File: config.mk
export PLATFORM = sky130hd
export DESIGN_NAME = simo_output_voltage_config_regs
export DESIGN_NICKNAME = d
export VERILOG_FILES = /design/src/simo_cfg_pkg.sv /design/src/otp_id_sync.sv /design/src/simo_output_voltage_config_regs.sv
export SDC_FILE = /design/constraint.sdc
export NUM_CORES = 1
export LEC_CHECK = 0
export ABC_AREA = 1
export ABC_CLOCK_PERIOD_IN_PS = 4900
export BUFFER_PORTS_ARGS = -buffer_cell sky130_fd_sc_hd__buf_2
export CAP_MARGIN = 20
export CORE_ASPECT_RATIO = 1.1
export CORE_UTILIZATION = 38
export DETAILED_ROUTE_END_ITERATION = 10
export MAX_ROUTING_LAYER = met4
export PLACE_DENSITY = 0.57
export SLEW_MARGIN = 10
export SYNTH_ARGS = -nofsm -noshare
export SYNTH_HDL_FRONTEND = slang
export SYNTH_HIERARCHICAL = 1
export SYNTH_SLANG_ARGS = --single-unit
File: constraint.sdc
create_clock -name clk_sys -period 4.9 [get_ports clk_sys]
set_input_delay 1.47 -clock clk_sys [delete_from_list [all_inputs] [get_ports clk_sys]]
set_output_delay 1.47 -clock clk_sys [all_outputs]
set_load 0.01 [all_outputs]
File: src/simo_cfg_pkg.sv
`default_nettype none

package simo_cfg_pkg;

   // Register offsets
   localparam logic [7:0] ADDR_CHIP_ID     = 8'h06;
   localparam logic [7:0] ADDR_STEP_DRIVE  = 8'h07;
   localparam logic [7:0] ADDR_TARGET_CH0  = 8'h08;

   // Channel count, chip ID width and field layout of the step and drive register
   localparam int         NUM_CHANNELS     = 4;
   localparam int         CHIP_ID_WIDTH    = 5;
   localparam int         DRIVE_WIDTH      = 2;
   localparam int         DRIVE_LSB        = 0;
   localparam int         STEP_SELECT_LSB  = 2;

   // Values after reset
   localparam logic [4:0] CHIP_ID_RESET    = 5'h0b; // Arbitrary value
   localparam logic [5:0] STEP_DRIVE_RESET = 6'h00;
   localparam logic [7:0] TARGET_RESET     = 8'h00;
   localparam logic [3:0] ACTIVE_STEP_RESET = 4'h0;
   localparam logic [7:0] READ_DATA_RESET  = 8'h00;

   // Pin synchroniser depth
   localparam int         SYNC_STAGES      = 3;

   // Voltages in units of 0.1 mV
   localparam logic [15:0] VOLT_BASE       = 16'h1388;
   localparam logic [15:0] STEP_COARSE     = 16'h00fa;
   localparam logic [15:0] STEP_FINE       = 16'h007d;
   localparam logic [7:0]  MAX_COARSE_CODE = 8'hc8;

   // Switch transition times in ps
   localparam logic [13:0] DRIVE_PS_0      = 14'h0258;
   localparam logic [13:0] DRIVE_PS_1      = 14'h04b0;
   localparam logic [13:0] DRIVE_PS_2      = 14'h0708;
   localparam logic [13:0] DRIVE_PS_3      = 14'h1f40;

   typedef struct packed {
      logic [3:0] stepSelect;
      logic [1:0] driveTrim;
   } stepDrive_t;

   typedef struct packed {
      logic       wrEn;
      logic       rdEn;
      logic [7:0] addr;
      logic [7:0] wdata;
   } regReq_t;

   function automatic logic [13:0] driveTimePs(input logic [1:0] trim);
      case (trim)
         2'h0:    return DRIVE_PS_0;
         2'h1:    return DRIVE_PS_1;
         2'h2:    return DRIVE_PS_2;
         default: return DRIVE_PS_3;
      endcase
   endfunction

   function automatic logic [15:0] codeToVolt(input logic [7:0] code, input logic fine);
      logic [7:0]  effCode;
      logic [15:0] stepSize;
      effCode  = (!fine && (code > MAX_COARSE_CODE)) ? MAX_COARSE_CODE : code;
      stepSize = fine ? STEP_FINE : STEP_COARSE;
      return 16'(VOLT_BASE + 16'({8'h00, effCode} * stepSize));
   endfunction

endpackage

`default_nettype wire

File: src/otp_id_sync.sv
`default_nettype none

module otp_id_sync
   import simo_cfg_pkg::*;
#(
   parameter int WIDTH = CHIP_ID_WIDTH
) (
   input  wire logic             clk_sys,
   input  wire logic             reset,
   input  wire logic [WIDTH-1:0] pinValue,
   output var  logic [WIDTH-1:0] idValue_r
);

   logic [WIDTH-1:0] stage1_r;
   logic [WIDTH-1:0] stage2_r;
   logic [WIDTH-1:0] stage3_r;
   wire              stagesAgree = (stage2_r == stage3_r);

   always_ff @(posedge clk_sys or posedge reset) begin
      if (reset) begin
         stage1_r <= '0;
         stage2_r <= '0;
         stage3_r <= '0;
      end else begin
         stage1_r <= pinValue;
         stage2_r <= stage1_r;
         stage3_r <= stage2_r;
      end
   end

   // OTP straps settle after power-up; only a value seen twice is taken
   always_ff @(posedge clk_sys or posedge reset) begin
      if (reset) begin
         idValue_r <= WIDTH'(CHIP_ID_RESET);
      end else if (stagesAgree) begin
         idValue_r <= stage3_r;
      end
   end

endmodule

`default_nettype wire

File: src/simo_output_voltage_config_regs.sv
`default_nettype none

module simo_output_voltage_config_regs
   import simo_cfg_pkg::*;
(
   input  wire logic        clk_sys,
   input  wire logic        reset,
   input  wire regReq_t     regReq,
   input  wire logic [4:0]  otpChipId,
   input  wire logic [2:0]  otherTargetWrite,
   output var  logic [7:0]  readData_r,
   output var  logic        readValid_r,
   output var  logic [7:0]  targetCode0_r,
   output var  logic [3:0]  activeStep_r,
   output var  logic [15:0] targetVolt0_r,
   output var  logic        targetReserved0_r,
   output var  logic [13:0] driveTransPs_r,
   output var  logic [1:0]  driveTrim_r
);

   stepDrive_t  stepDrive_r;
   logic [4:0]  chipId_r;

   wire         hitChipId    = (regReq.addr == ADDR_CHIP_ID);
   wire         hitStepDrive = (regReq.addr == ADDR_STEP_DRIVE);
   wire         hitTarget0   = (regReq.addr == ADDR_TARGET_CH0);
   wire         wrStepDrive  = regReq.wrEn && hitStepDrive;
   wire         wrTarget0    = regReq.wrEn && hitTarget0;
   wire [3:0]   targetWrite  = {otherTargetWrite, wrTarget0};

   wire [7:0]   chipIdWord   = {3'h0, chipId_r};
   wire [7:0]   stepDriveWord = {2'h0, stepDrive_r};
   wire [7:0]   readMux      = hitChipId    ? chipIdWord :
                               hitStepDrive ? stepDriveWord :
                               hitTarget0   ? targetCode0_r : 8'h00;

   wire [3:0]   activeStep_nxt;
   wire [15:0]  volt0_nxt     = codeToVolt(targetCode0_r, activeStep_r[0]);
   wire         reserved0_nxt = !activeStep_r[0] && (targetCode0_r > MAX_COARSE_CODE);

   genvar ch;
   generate
      for (ch = 0; ch < NUM_CHANNELS; ch++) begin : g_step
         // Step takes effect only together with a fresh target code
         assign activeStep_nxt[ch] = targetWrite[ch] ? stepDrive_r.stepSelect[ch]
                                                    : activeStep_r[ch];
      end
   endgenerate

   otp_id_sync #(
      .WIDTH     (CHIP_ID_WIDTH)
   ) u_id_sync (
      .clk_sys   (clk_sys),
      .reset     (reset),
      .pinValue  (otpChipId),
      .idValue_r (chipId_r)
   );

   // Chip identification has no write path at all
   always_ff @(posedge clk_sys or posedge reset) begin
      if (reset) begin
         stepDrive_r <= STEP_DRIVE_RESET;
      end else if (wrStepDrive) begin
         stepDrive_r <= regReq.wdata[5:0];
      end
   end

   always_ff @(posedge clk_sys or posedge reset) begin
      if (reset) begin
         targetCode0_r <= TARGET_RESET;
      end else if (wrTarget0) begin
         targetCode0_r <= regReq.wdata;
      end
   end

   always_ff @(posedge clk_sys or posedge reset) begin
      if (reset) begin
         activeStep_r <= ACTIVE_STEP_RESET;
      end else begin
         activeStep_r <= activeStep_nxt;
      end
   end

   // Reserved coarse codes clamp to the top legal voltage rather than wrap
   always_ff @(posedge clk_sys or posedge reset) begin
      if (reset) begin
         targetVolt0_r     <= VOLT_BASE;
         targetReserved0_r <= 1'b0;
      end else begin
         targetVolt0_r     <= volt0_nxt;
         targetReserved0_r <= reserved0_nxt;
      end
   end

   always_ff @(posedge clk_sys or posedge reset) begin
      if (reset) begin
         driveTransPs_r <= DRIVE_PS_0;
         driveTrim_r    <= STEP_DRIVE_RESET[1:0];
      end else begin
         driveTransPs_r <= driveTimePs(stepDrive_r.driveTrim);
         driveTrim_r    <= stepDrive_r.driveTrim;
      end
   end

   // Unmapped addresses read as zero
   always_ff @(posedge clk_sys or posedge reset) begin
      if (reset) begin
         readData_r  <= READ_DATA_RESET;
         readValid_r <= 1'b0;
      end else begin
         readData_r  <= regReq.rdEn ? readMux : readData_r;
         readValid_r <= regReq.rdEn;
      end
   end

   // Independent shift-and-add forms of the two voltage slopes
   wire [15:0] codeWide   = {8'h00, targetCode0_r};
   wire [15:0] coarseExp  = 16'(VOLT_BASE + (codeWide << 8) - (codeWide << 2) - (codeWide << 1));
   wire [15:0] fineExp    = 16'(VOLT_BASE + (codeWide << 7) - (codeWide << 1) - codeWide);

   property p_chip_id_read;
      @(posedge clk_sys) disable iff (reset)
      (regReq.rdEn && hitChipId) |=> (readValid_r && readData_r == {3'h0, $past(chipId_r)});
   endproperty
   a_chip_id_read: assert property (p_chip_id_read)
      else $error("chip id readback wrong");

   property p_chip_id_no_write;
      @(posedge clk_sys) disable iff (reset)
      (regReq.wrEn && hitChipId && regReq.wdata[4:0] != chipId_r)
         |=> (!(stepDrive_r != $past(stepDrive_r) || targetCode0_r != $past(targetCode0_r))
              && (chipId_r == $past(chipId_r) || chipId_r == $past(u_id_sync.stage3_r)));
   endproperty
   a_chip_id_no_write: assert property (p_chip_id_no_write)
      else $error("write to chip id disturbed another register");

   property p_step_store;
      @(posedge clk_sys) disable iff (reset)
      wrStepDrive |=> (stepDrive_r.stepSelect == $past(regReq.wdata[5:2]))
                      ##1 (driveTrim_r == $past(regReq.wdata[1:0], 2));
   endproperty
   a_step_store: assert property (p_step_store)
      else $error("step and drive register not stored");

   property p_step_deferred;
      @(posedge clk_sys) disable iff (reset)
      (!wrTarget0 && stepDrive_r.stepSelect[0] != activeStep_r[0]) |=> $stable(activeStep_r[0]);
   endproperty
   a_step_deferred: assert property (p_step_deferred)
      else $error("step changed without target write");

   property p_coarse_volt;
      @(posedge clk_sys) disable iff (reset)
      (!activeStep_r[0] && targetCode0_r <= MAX_COARSE_CODE) |=> targetVolt0_r == $past(coarseExp);
   endproperty
   a_coarse_volt: assert property (p_coarse_volt)
      else $error("coarse target voltage wrong");

   property p_coarse_reserved;
      @(posedge clk_sys) disable iff (reset)
      (!activeStep_r[0] && targetCode0_r > MAX_COARSE_CODE)
         |=> (targetReserved0_r && targetVolt0_r == 16'hd6d8);
   endproperty
   a_coarse_reserved: assert property (p_coarse_reserved)
      else $error("reserved coarse code not flagged");

   property p_fine_volt;
      @(posedge clk_sys) disable iff (reset)
      activeStep_r[0] |=> (targetVolt0_r == $past(fineExp) && !targetReserved0_r);
   endproperty
   a_fine_volt: assert property (p_fine_volt)
      else $error("fine target voltage wrong");

   property p_drive_decode;
      @(posedge clk_sys) disable iff (reset)
      wrStepDrive ##1 1'b1 |=>
         driveTransPs_r == (($past(regReq.wdata[1:0], 2) == 2'h0) ? 14'h0258 :
                            ($past(regReq.wdata[1:0], 2) == 2'h1) ? 14'h04b0 :
                            ($past(regReq.wdata[1:0], 2) == 2'h2) ? 14'h0708 : 14'h1f40);
   endproperty
   a_drive_decode: assert property (p_drive_decode)
      else $error("drive trim decode wrong");

   property p_active_load;
      @(posedge clk_sys) disable iff (reset)
      wrTarget0 |=> (activeStep_r[0] == $past(stepDrive_r.stepSelect[0])
                     && targetCode0_r == $past(regReq.wdata));
   endproperty
   a_active_load: assert property (p_active_load)
      else $error("active step not loaded on target write");

   property p_active_other;
      @(posedge clk_sys) disable iff (reset)
      otherTargetWrite[0] |=> activeStep_r[1] == $past(stepDrive_r.stepSelect[1]);
   endproperty
   a_active_other: assert property (p_active_other)
      else $error("channel 1 active step not loaded");

   property p_cov_fine_write;
      @(posedge clk_sys) disable iff (reset)
      (wrTarget0 && stepDrive_r.stepSelect[0]) ##2 activeStep_r[0];
   endproperty
   c_cov_fine_write: cover property (p_cov_fine_write);

   property p_cov_reserved;
      @(posedge clk_sys) disable iff (reset)
      targetReserved0_r;
   endproperty
   c_cov_reserved: cover property (p_cov_reserved);

   property p_cov_slow_drive;
      @(posedge clk_sys) disable iff (reset)
      driveTrim_r == 2'h3;
   endproperty
   c_cov_slow_drive: cover property (p_cov_slow_drive);

   property p_cov_id_read;
      @(posedge clk_sys) disable iff (reset)
      (regReq.rdEn && hitChipId) ##1 (readData_r != 8'h00);
   endproperty
   c_cov_id_read: cover property (p_cov_id_read);

endmodule

`default_nettype wire

Yosys cells after proc, flatten, opt, wreduce, memory -nomap -nowiden:

Cells that the tools add are included.

* bits in registers: 80
* input port bits: 28
* output and inout bits: 54
* logic and storage cells: 37

* $add $sub $neg: 1
* multipliers: 1
* order comparisons: 1
* eq/ne operators: 6
* muxes and demuxes: 6
* reductions and logical operators: 5

Operators by type and width (number)
* $mux 8: 5
* $pmux 13 s3: 1
* $add 13x16->16 const A: 1
* $eq 8x3->1 const B: 2
* $mul 8x8->16: 1
* $eq 8x4->1 const B: 1
* $gt 8x8->1 const B: 1
* $eq 5x5->1: 1
* $logic_and 1x1->1: 3
* $eq 2x1->1 const B: 1
* $eq 2x2->1 const B: 1
* $logic_not 2->1: 1
* $logic_not 1->1: 1

Depth between registers and ports, before layout:

Gate-level depths: netlist of run 1.

* depth after elaboration: 5
* mapped depth: 26
* mapped depth without buffers: 25

Modules after synthesis:

The synthesis of run 1 kept the hierarchy.

By module, submodules not included
* simo_output_voltage_config_regs: instances 1, cells each 495, area an instance 4222.8 µm², sequential area each 1362.6 µm²
* otp_id_sync: instances 1, cells each 59, area an instance 679.4 µm², sequential area each 504.2 µm²

Worst setup path before layout of run 1:

Ideal clock, no wire load.

* path type: reg2reg
* start point: reg targetCode0_r[1]
* end point: reg targetVolt0_r[14]
* setup time: 117 ps
* arrival: 4283 ps
* required time: 4783 ps
* slack: 500 ps
* cell stages (with the launch flop): 24
* clock period less this slack: 4400 ps
* path through: dfrtp_1 buf_2 inv_1 nand2_2 nor2_1 nand2_1 nand3_4 inv_4 nor2_2 inv_2 fa_1 inv_1 fa_1 fa_1 inv_1 fa_1 inv_1 ha_1 a21oi_1 nand2_1 nand2_1 nand3_1 nand2_1 nand2_1

* word-level cells in the longest chain between the ends: 5

Ends and longest elaborated chain
* start: declaration: line simo_output_voltage_config_regs.sv:13 `output var logic [7:0] targetCode0_r,`
* start signal: assignment: line simo_output_voltage_config_regs.sv:72 `targetCode0_r <= regReq.wdata;`
* $gt 8x8->1
* $logic_and 1x1->1
* via reserved0_nxt: line simo_output_voltage_config_regs.sv:39 `wire reserved0_nxt = !activeStep_r[0] && (targetCode0_r > MAX_COARSE_CODE);`
* $mux 8: line simo_cfg_pkg.sv:63 `effCode = (!fine && (code > MAX_COARSE_CODE)) ? MAX_COARSE_CODE : code;`
* $mul 8x8->16: line simo_cfg_pkg.sv:65 `return 16'(VOLT_BASE + 16'({8'h00, effCode} * stepSize));`
* $add 13x16->16: line simo_cfg_pkg.sv:65
* via volt0_nxt[14]: line simo_output_voltage_config_regs.sv:38 `wire [15:0] volt0_nxt = codeToVolt(targetCode0_r, activeStep_r[0]);`
* end signal: assignment: line simo_output_voltage_config_regs.sv:90 `targetVolt0_r <= volt0_nxt;`
* end: declaration: line simo_output_voltage_config_regs.sv:15 `output var logic [15:0] targetVolt0_r,`

The timed path passes the listed nets, and every way through them passes these cells.
A chain may end at the register's enable or synchronous reset.

Worst setup path in the final report of run 1:

* start point: reg targetCode0_r[0]
* end point: reg targetVolt0_r[14]

The elaborated chain is that of the path after synthesis.

==> results of run 1 <==
[synth_stat cells]
cell,n,area share (%)
a21o_1,1,0.15
a21oi_1,9,0.92
a21oi_4,1,0.33
and2_1,1,0.13
buf_1,1,0.076
buf_2,3,0.31
buf_4,8,1.2
clkbuf_1,5,0.38
clkinv_1,1,0.076
conb_1,2,0.15
dfrtp_1,62,32
dfstp_2,12,6.4
fa_1,34,14
ha_1,41,10
inv_1,118,9.0
inv_2,8,0.61
inv_4,1,0.13
mux2_2,3,0.69
nand2_1,124,9.5
nand2_2,2,0.26
nand3_1,39,4.0
nand3_2,3,0.61
nand3_4,2,0.71
nand4_1,9,1.1
nor2_1,26,2.0
nor2_2,8,1.0
nor2_4,2,0.46
o21ai_0,14,1.4
o21ai_1,2,0.20
o21ai_2,1,0.18
o31ai_1,2,0.31
or2_2,1,0.13
xnor2_1,4,0.71
xor2_1,4,0.71
[what timing repair did]
action                     4_1_cts  5_1_grt
resized for setup                0        3
setup buffers                    0        0
setup endpoints to repair        0        5
[power breakdown]
part	switching (mW)	total, mW	internal, mW
Clock	0.271	0.631	0.359
Sequential	0.0342	0.764	0.730
Combinational	0.629	1.03	0.404
Total	0.935	2.43	1.49
[stage by stage]
stage | cells | cell area [um2]
floorplan | 562 | 4932
global placement | 782 | 5439
detailed placement | 782 | 5439
CTS | 798 | 5719
global route | 798 | 5729
finish | 798 | 5729
[final cells by class]
class | instances | area (um2)
repair buffers | 80 | 407.9
inverters | 128 | 483.0
multi-input cells | 343 | 2494
clock buffers | 11 | 242.7
well taps | 157 | 196.4
clock inverters | 5 | 37.54
flip-flops and latches | 74 | 1868
fillers | 1270 | 6860
[routing by layer]
metal / global-route usage, % / vias to the layer above / share of wire, %
li1: - / 1826 / -
met2: 31.02 / 81 / 51
met3: 4.511 / 19 / 4.1
met5: - / - / 0
met1: 20.75 / 1773 / 42
met4: 7.977 / 0 / 2.5
[worst register-to-register path, cell delays in order (launching register included)]
cell and delay (ns):
dfrtp_1 0.48, inv_2 0.12, nand2_2 0.07, nor2_1 0.10, nand2_1 0.13, nand3_4 0.12
inv_4 0.07, nor2_2 0.21, inv_2 0.09, fa_1 0.49, inv_1 0.05, fa_1 0.46
fa_1 0.54, inv_1 0.05, fa_1 0.52, inv_1 0.04, ha_1 0.35, nand2_1 0.12
inv_1 0.07, nand2_1 0.06, nand2_1 0.05, nand2_1 0.08, nand3_1 0.07, nand2_1 0.07
nand2_1 0.05
[cells by family after synthesis]
kind of cell	share of synthesized area [%]
compound gates	3.522
xor+xnor	1.429
simple gates	19.93
mux	0.6891
buf+inv	11.84
flops	38.08
fa+ha+maj	24.35
other cells	0.1532
[registers in the layout, summed over array words and instances (netlist names), 2 cells and up]
register             cells
driveTransPs_r           8
u_id_sync/stage2_r       5
stepDriveWord            6
u_id_sync/stage1_r       5
readData_r               8
u_id_sync/idValue_r      5
targetVolt0_r           16
u_id_sync/stage3_r       5
driveTrim_r              2
activeStep_r             4
targetCode0_r            8
[final timing paths]
path	startpoint	endpoint	slack, ns	cells after the start
max	targetCode0_r[0]	targetVolt0_r[14]	0.32	24
min	u_id_sync/stage1_r[0]	u_id_sync/stage2_r[0]	0.35	0
max reg2reg	targetCode0_r[0]	targetVolt0_r[14]	0.32	24
min reg2reg	u_id_sync/stage1_r[0]	u_id_sync/stage2_r[0]	0.35	0
max in group asynchronous	reset	driveTransPs_r[4]	2.89	3
min in group asynchronous	reset	readData_r[7]	1.16	2
==> flow_summary.ini, run 1 <==
[clocking]
cts_sinks = 74
cts_root_buffer = clkbuf_16
postCtsHoldBufs = 0
cts_tree = yes
insertion_delay_ns = 0.34
cts_buffer_depth = 2
clkTransAtPathRegs_ns = 0.06
htreeDepth = 3
numCtsBuffers = 9

[global_route]
grt_pass1_vias = 3863
grt_pass1_wl_um = 17950
gr-usage-all-layers_pct = 18.49
grt_overflow = 0
antenna_found_initial = 0
grt_max_degree = 34

[synthesis]
netlist_instances = 554
synth_warnings = 6
yosysSeqAreaShare_pct = 38.08
syn_area_per_cell_um2 = 8.849
synth_area_mm2 = 0.004902
synthDistinctLibCells = 34
ys_seq_elements = 74

[sta]
tns_ns = 0
fin_crit_ns = 4.577
finalSetupViolCount = 0
holdWs_ns = 0.3492
worst_pin_slew_ns = 0.7386
clock_skew_ns = 0.006188
fmax_mhz = 218.5
hold_violations = 0
rsz0062_at_grt = false
max_slew_margin_pct = 50.71
drv_slew = 0
timing.final.ws_setup_ns = 0.3228
finalCritPeriodShare_pct = 93.41

[floorplan]
num_rows = 43
start_util_pct = 38.94
dieWidth_um = 110.3
core_area_mm2 = 0.01259
die_h_um = 121.1
pin_count = 82
die-area_mm2 = 0.01336

[cells_and_area]
drive_gt1_share_pct = 22.15
nets = 739
finish.utilization_pct = 45.51
n_antenna_cell = 0
area_growth_pct = 16.87
final_cell_mix = nand2_1, inv_1, buf_2
layout_commonest_cell = nand2_1

[setup_path]
path_common_cell = nand2_1
cp_max_fo = 8
slowest_delay_ns = 0.54
cp.arrival_ns = 4.81
slowest_stage = fa_1
required_ns = 5.13
crit_type = reg -> reg
crit_family = adder cells
crit_chain = inv_2, nand2_2, nor2_1, nand2_1, nand3_4, inv_4, nor2_2, inv_2, fa_1, inv_1, fa_1, fa_1, inv_1, fa_1, inv_1, ha_1, nand2_1, inv_1, nand2_1, nand2_1, nand2_1, nand3_1, nand2_1, nand2_1
endpoint_kind = flop
startpoint_type = flop
worstPathBufferInverterCount = 7

[power_and_ir_drop]
power.total_mw = 2.428
p_leak_nw = 3.248
ir_drop_mv = 0.3146
p_per_area_mw_per_mm2 = 423.8

[drt]
drc_errors = 0
wl_per_cell_um = 13.08
firstDrtPassIters = 4
viasPerCell = 4.635
dr_total_vias = 3699
drtIter0Drc = 91
ant_nets = 0
drt-total-wl_um = 10440

[placed_design]
portBuffers = 77
gp_congestion = 0.8237
dp_hpwl_um = 8492
place_ws_ns = 0.2566

[job]
drv_cap = 0

[run_status]
status = complete, no violations

[min_path]
hp-class = reg -> reg
(Power assumes the default switching activity.)
==> inputs of run 2 (changes only) <==
Settings changed: CORE_UTILIZATION 38 to 45, PLACE_DENSITY 0.57 to 0.65.
==> flow_summary.ini, run 2 (synthesized netlist as in run 1, its figures left out) <==
[drt]
wl_per_cell_um = 13.04
dr_total_vias = 3652
drc_errors = 0
drt-total-wl_um = 10220
ant_nets = 0
firstDrtPassIters = 6
viasPerCell = 4.658
drtIter0Drc = 211

[setup_path]
crit_family = adder cells
startpoint_type = flop
endpoint_kind = flop
worstPathBufferInverterCount = 6
worstRegToRegCells = 22
cp.arrival_ns = 4.79
cp_max_fo = 9
crit_chain = inv_1, nand2_2, nor2_1, nand2_1, nand3_4, inv_4, nor2_2, inv_2, fa_1, inv_1, fa_1, fa_1, inv_1, fa_1, inv_1, ha_1, a21oi_1, nand2_1, nand2_1, nand3_1, nand2_1, nand2_1
slowest_stage = fa_1
cp.depth = 22
required_ns = 5.13
path_common_cell = nand2_1
slowest_delay_ns = 0.54
crit_type = reg -> reg

[cells_and_area]
n_antenna_cell = 0
largest_register_ffs = 16
regMostFlops = targetVolt0_r
area_growth_pct = 16.41
nets = 739
layout_commonest_cell = nand2_1
final_cell_mix = nand2_1, inv_1, buf_2
finish.utilization_pct = 54.39
drive_gt1_share_pct = 21.84
fin_area_mm2 = 0.005707

[placed_design]
gp_congestion = 0.8397
dp_hpwl_um = 8159
postPlaceCellArea_mm2 = 0.005421
portBuffers = 77

[power_and_ir_drop]
power.total_mw = 2.416
p_leak_nw = 3.248
ir_drop_mv = 0.2195
p_per_area_mw_per_mm2 = 423.3

[floorplan]
num_rows = 39
core_area_mm2 = 0.01049
die-area_mm2 = 0.01132
start_util_pct = 46.73
die_h_um = 111.5
dieWidth_um = 101.5
pin_count = 82

[clocking]
numCtsBuffers = 9
cts_tree = yes
cts_sinks = 74
htreeDepth = 3
insertion_delay_ns = 0.34
clkTransAtPathRegs_ns = 0.06
cts_root_buffer = clkbuf_16
cts_buffer_depth = 2

[sta]
fmax_mhz = 219.3
drv_slew = 0
hold_violations = 0
finalSetupViolCount = 0
holdWs_ns = 0.3499
tns_ns = 0
finalCritPeriodShare_pct = 93.08
fin_crit_ns = 4.561
rsz0062_at_grt = false
worst_pin_slew_ns = 0.7531
clock_skew_ns = 0.007269
max_slew_margin_pct = 49.74

[global_route]
grt_pass1_vias = 3761
grt_overflow = 0
gr-usage-all-layers_pct = 21.06
grt_max_degree = 55
grt_pass1_wl_um = 17600
antenna_found_initial = 0

[run_status]
status = complete, no violations

[job]
drv_cap = 0

[min_path]
holdPathStages = 0
hp-class = reg -> reg
[run 2: final timing paths]
path	endpoint	from	slack (ns)
worst max-delay path	targetVolt0_r[14]	targetCode0_r[1]	0.34
worst min-delay path	u_id_sync/stage2_r[2]	u_id_sync/stage1_r[2]	0.35
worst max register to register	targetVolt0_r[14]	targetCode0_r[1]	0.34
worst min register to register	u_id_sync/stage2_r[2]	u_id_sync/stage1_r[2]	0.35
max in group asynchronous	targetVolt0_r[4]	reset	3.10
min in group asynchronous	u_id_sync/stage2_r[4]	reset	1.27
[run 2: per-layer routing]
layer  GRT usage (%)  up-vias  wire (um)
li1                -     1823          -
met3           4.206       16        442
met5               -        -          0
met4           8.309        0        223
met1           23.83     1729       4126
met2           36.08       84       5432
[run 2: power breakdown]
part           total [mW]  switching (mW)  leakage (nW)  internal [mW]
sequential          0.763          0.0328         0.913          0.730
combinational        1.03           0.625          2.20          0.400
clock               0.628           0.269         0.132          0.359
total                2.42           0.927          3.25           1.49
[run 2: layout make-up]
type	count	area, um2
fill	987	4785
tap	143	178.9
multi-input combinational	343	2490
inverter	128	483.0
timing repair buffer	80	407.9
sequential	74	1867
clock buffer	11	242.7
clock inverter	5	37.54
[run 2: through the flow]
stage	cells	setup slack [ns]
3_5_place_dp	768	0.2960
5_1_grt	784	0.05550
4_1_cts	784	0.2783
2_1_floorplan	562	0.4996
6_report	784	0.3393
3_3_place_gp	768	0.4296
[run 2: what timing repair did]
| item | in CTS | in global routing |
|---|---|---|
| resized for setup | 0 | 1 |
| endpoints found under the setup margin | 0 | 3 |
| hold buffers | 0 | 0 |
| setup buffers | 0 | 0 |
==> inputs of run 3 (changes only) <==
Settings changed: CORE_ASPECT_RATIO 1.1 to 0.6, GPL_ROUTABILITY_DRIVEN from default to 0, SETUP_SLACK_MARGIN from default to 0.2.
==> flow_summary.ini, run 3 (synthesized netlist as in run 1, its figures left out) <==
[drt]
dr_total_vias = 3781
drt-total-wl_um = 10850
ant_nets = 0
highest_layer = met4
firstDrtPassIters = 5
wl_met2_um = 4526
drtIter0Drc = 277
met3_length_um = 888
drc_errors = 0
wl_per_cell_um = 13.72
viasPerCell = 4.780
wl_met1_um = 5288

[floorplan]
num_rows = 29
dieWidth_um = 136.7
die-area_mm2 = 0.01133
start_util_pct = 46.27
core_area_mm2 = 0.01060
pin_count = 82
die_h_um = 82.85

[power_and_ir_drop]
p_per_area_mw_per_mm2 = 451.2
p_leak_nw = 3.326
ir_drop_mv = 0.2911
power.total_mw = 2.660

[sta]
worst_pin_slew_ns = 0.7312
hold_violations = 0
fmax_mhz = 220.9
tns_ns = 0
rsz0062_at_grt = false
clock_skew_ns = 0.005013
max_slew_margin_pct = 51.20
fin_crit_ns = 4.526
drv_slew = 0
finalSetupViolCount = 0
finalCritPeriodShare_pct = 92.37

[cells_and_area]
final_cell_mix = nand2_1, inv_1, buf_2
n_antenna_cell = 0
layout_commonest_cell = nand2_1
drive_gt1_share_pct = 26.07
area_growth_pct = 20.24
nets = 750
largest_register_ffs = 16
regMostFlops = targetVolt0_r

[setup_path]
startpoint_type = flop
required_ns = 5.18
endpoint_kind = flop
cp.arrival_ns = 4.81
cp_max_fo = 7
crit_type = reg -> reg

[clocking]
htreeDepth = 3
cts_buffer_depth = 2
cts_tree = yes
numCtsBuffers = 9
cts_sinks = 74
insertion_delay_ns = 0.34
cts_root_buffer = clkbuf_16
postCtsHoldBufs = 0
clkTransAtPathRegs_ns = 0.06

[min_path]
hp-class = reg -> reg

[global_route]
antenna_found_initial = 0
grt_pass1_vias = 3750
grt_max_degree = 35
grt_pass1_wl_um = 18250
gr-usage-all-layers_pct = 21.91
grt_overflow = 0

[placed_design]
dp_hpwl_um = 8527
portBuffers = 77

[run_status]
status = complete, no violations

[job]
drv_cap = 0
-- run 3: cell types whose count changed in the layout (fill, tap and decap cells not counted), moves of 3 or more --
cell     before  now
dfrtp_2       0    5
nand2_1     124  121
inv_1       117  114
buf_4         3   14
dfrtp_1      62   57
nand2_2       2    5
nor2_1       26   23
-- run 3: cell type report --
class,count,area [um2]
Fill cell,945,4701
Tap cell,139,173.9
Clock inverter,6,90.09
Inverter,128,485.5
Multi-Input combinational cell,343,2552
Timing Repair Buffer,91,490.5
Clock buffer,10,229.0
Sequential cell,74,1873
-- run 3: worst max-delay path, stage by stage (launching register included) --
cell     delay [ns]
dfrtp_2        0.46
nand2_2        0.15
nor2_2         0.06
nand2_2        0.09
nand3_4        0.11
inv_4          0.16
nor2_4         0.07
buf_4          0.14
fa_1           0.52
fa_1           0.53
fa_1           0.54
inv_1          0.06
fa_1           0.54
inv_1          0.07
ha_4           0.28
nand2_1        0.11
nor2_2         0.19
buf_4          0.13
nand2_1        0.06
nand3_1        0.08
nand2_1        0.06
nand2_1        0.05
-- run 3: per-stage QoR --
stage	instance area [um2]	utilization [%]	cells	worst slack, ns	hold slack [ns]
floorplan	4932	-	562	0.4996	0.3312
global placement	5431	51.26	766	0.3556	0.3328
detailed placement	5431	51.26	766	0.2519	0.3362
CTS	5751	54.27	782	0.2260	0.3501
global route	5894	55.63	791	0.1791	0.3543
finish	5894	55.63	791	0.3740	0.3474
-- run 3: final timing paths --
check                                       from                    end  slack, ns  cells after the start
max in group asynchronous                  reset      driveTransPs_r[6]       2.91                      3
setup / recovery                targetCode0_r[7]      targetVolt0_r[13]       0.37                     21
hold / removal             u_id_sync/stage1_r[2]  u_id_sync/stage2_r[2]       0.35                      0
hold reg to reg            u_id_sync/stage1_r[2]  u_id_sync/stage2_r[2]       0.35                      0
min in group asynchronous                  reset        activeStep_r[3]       1.15                      2
setup reg to reg                targetCode0_r[7]      targetVolt0_r[13]       0.37                     21
-- run 3: where the power goes --
part           internal (mW)  switching [mW]
Combinational          0.465           0.717
Clock                  0.448           0.266
Sequential             0.730          0.0330
-- run 3: timing repair --
| action | CTS | global route |
|---|---|---|
| endpoints found under the hold margin | 0 | 0 |
| gates resized for setup | 0 | 23 |
| setup buffers | 0 | 9 |
| setup endpoints to repair | 0 | 7 |
-- run 3: routing by layer --
metal | vias up | track usage, %
li1 | 1842 | -
met1 | 1791 | 30.75
met2 | 133 | 30.78
met3 | 15 | 6.227
met4 | 0 | 6.263
met5 | - | -
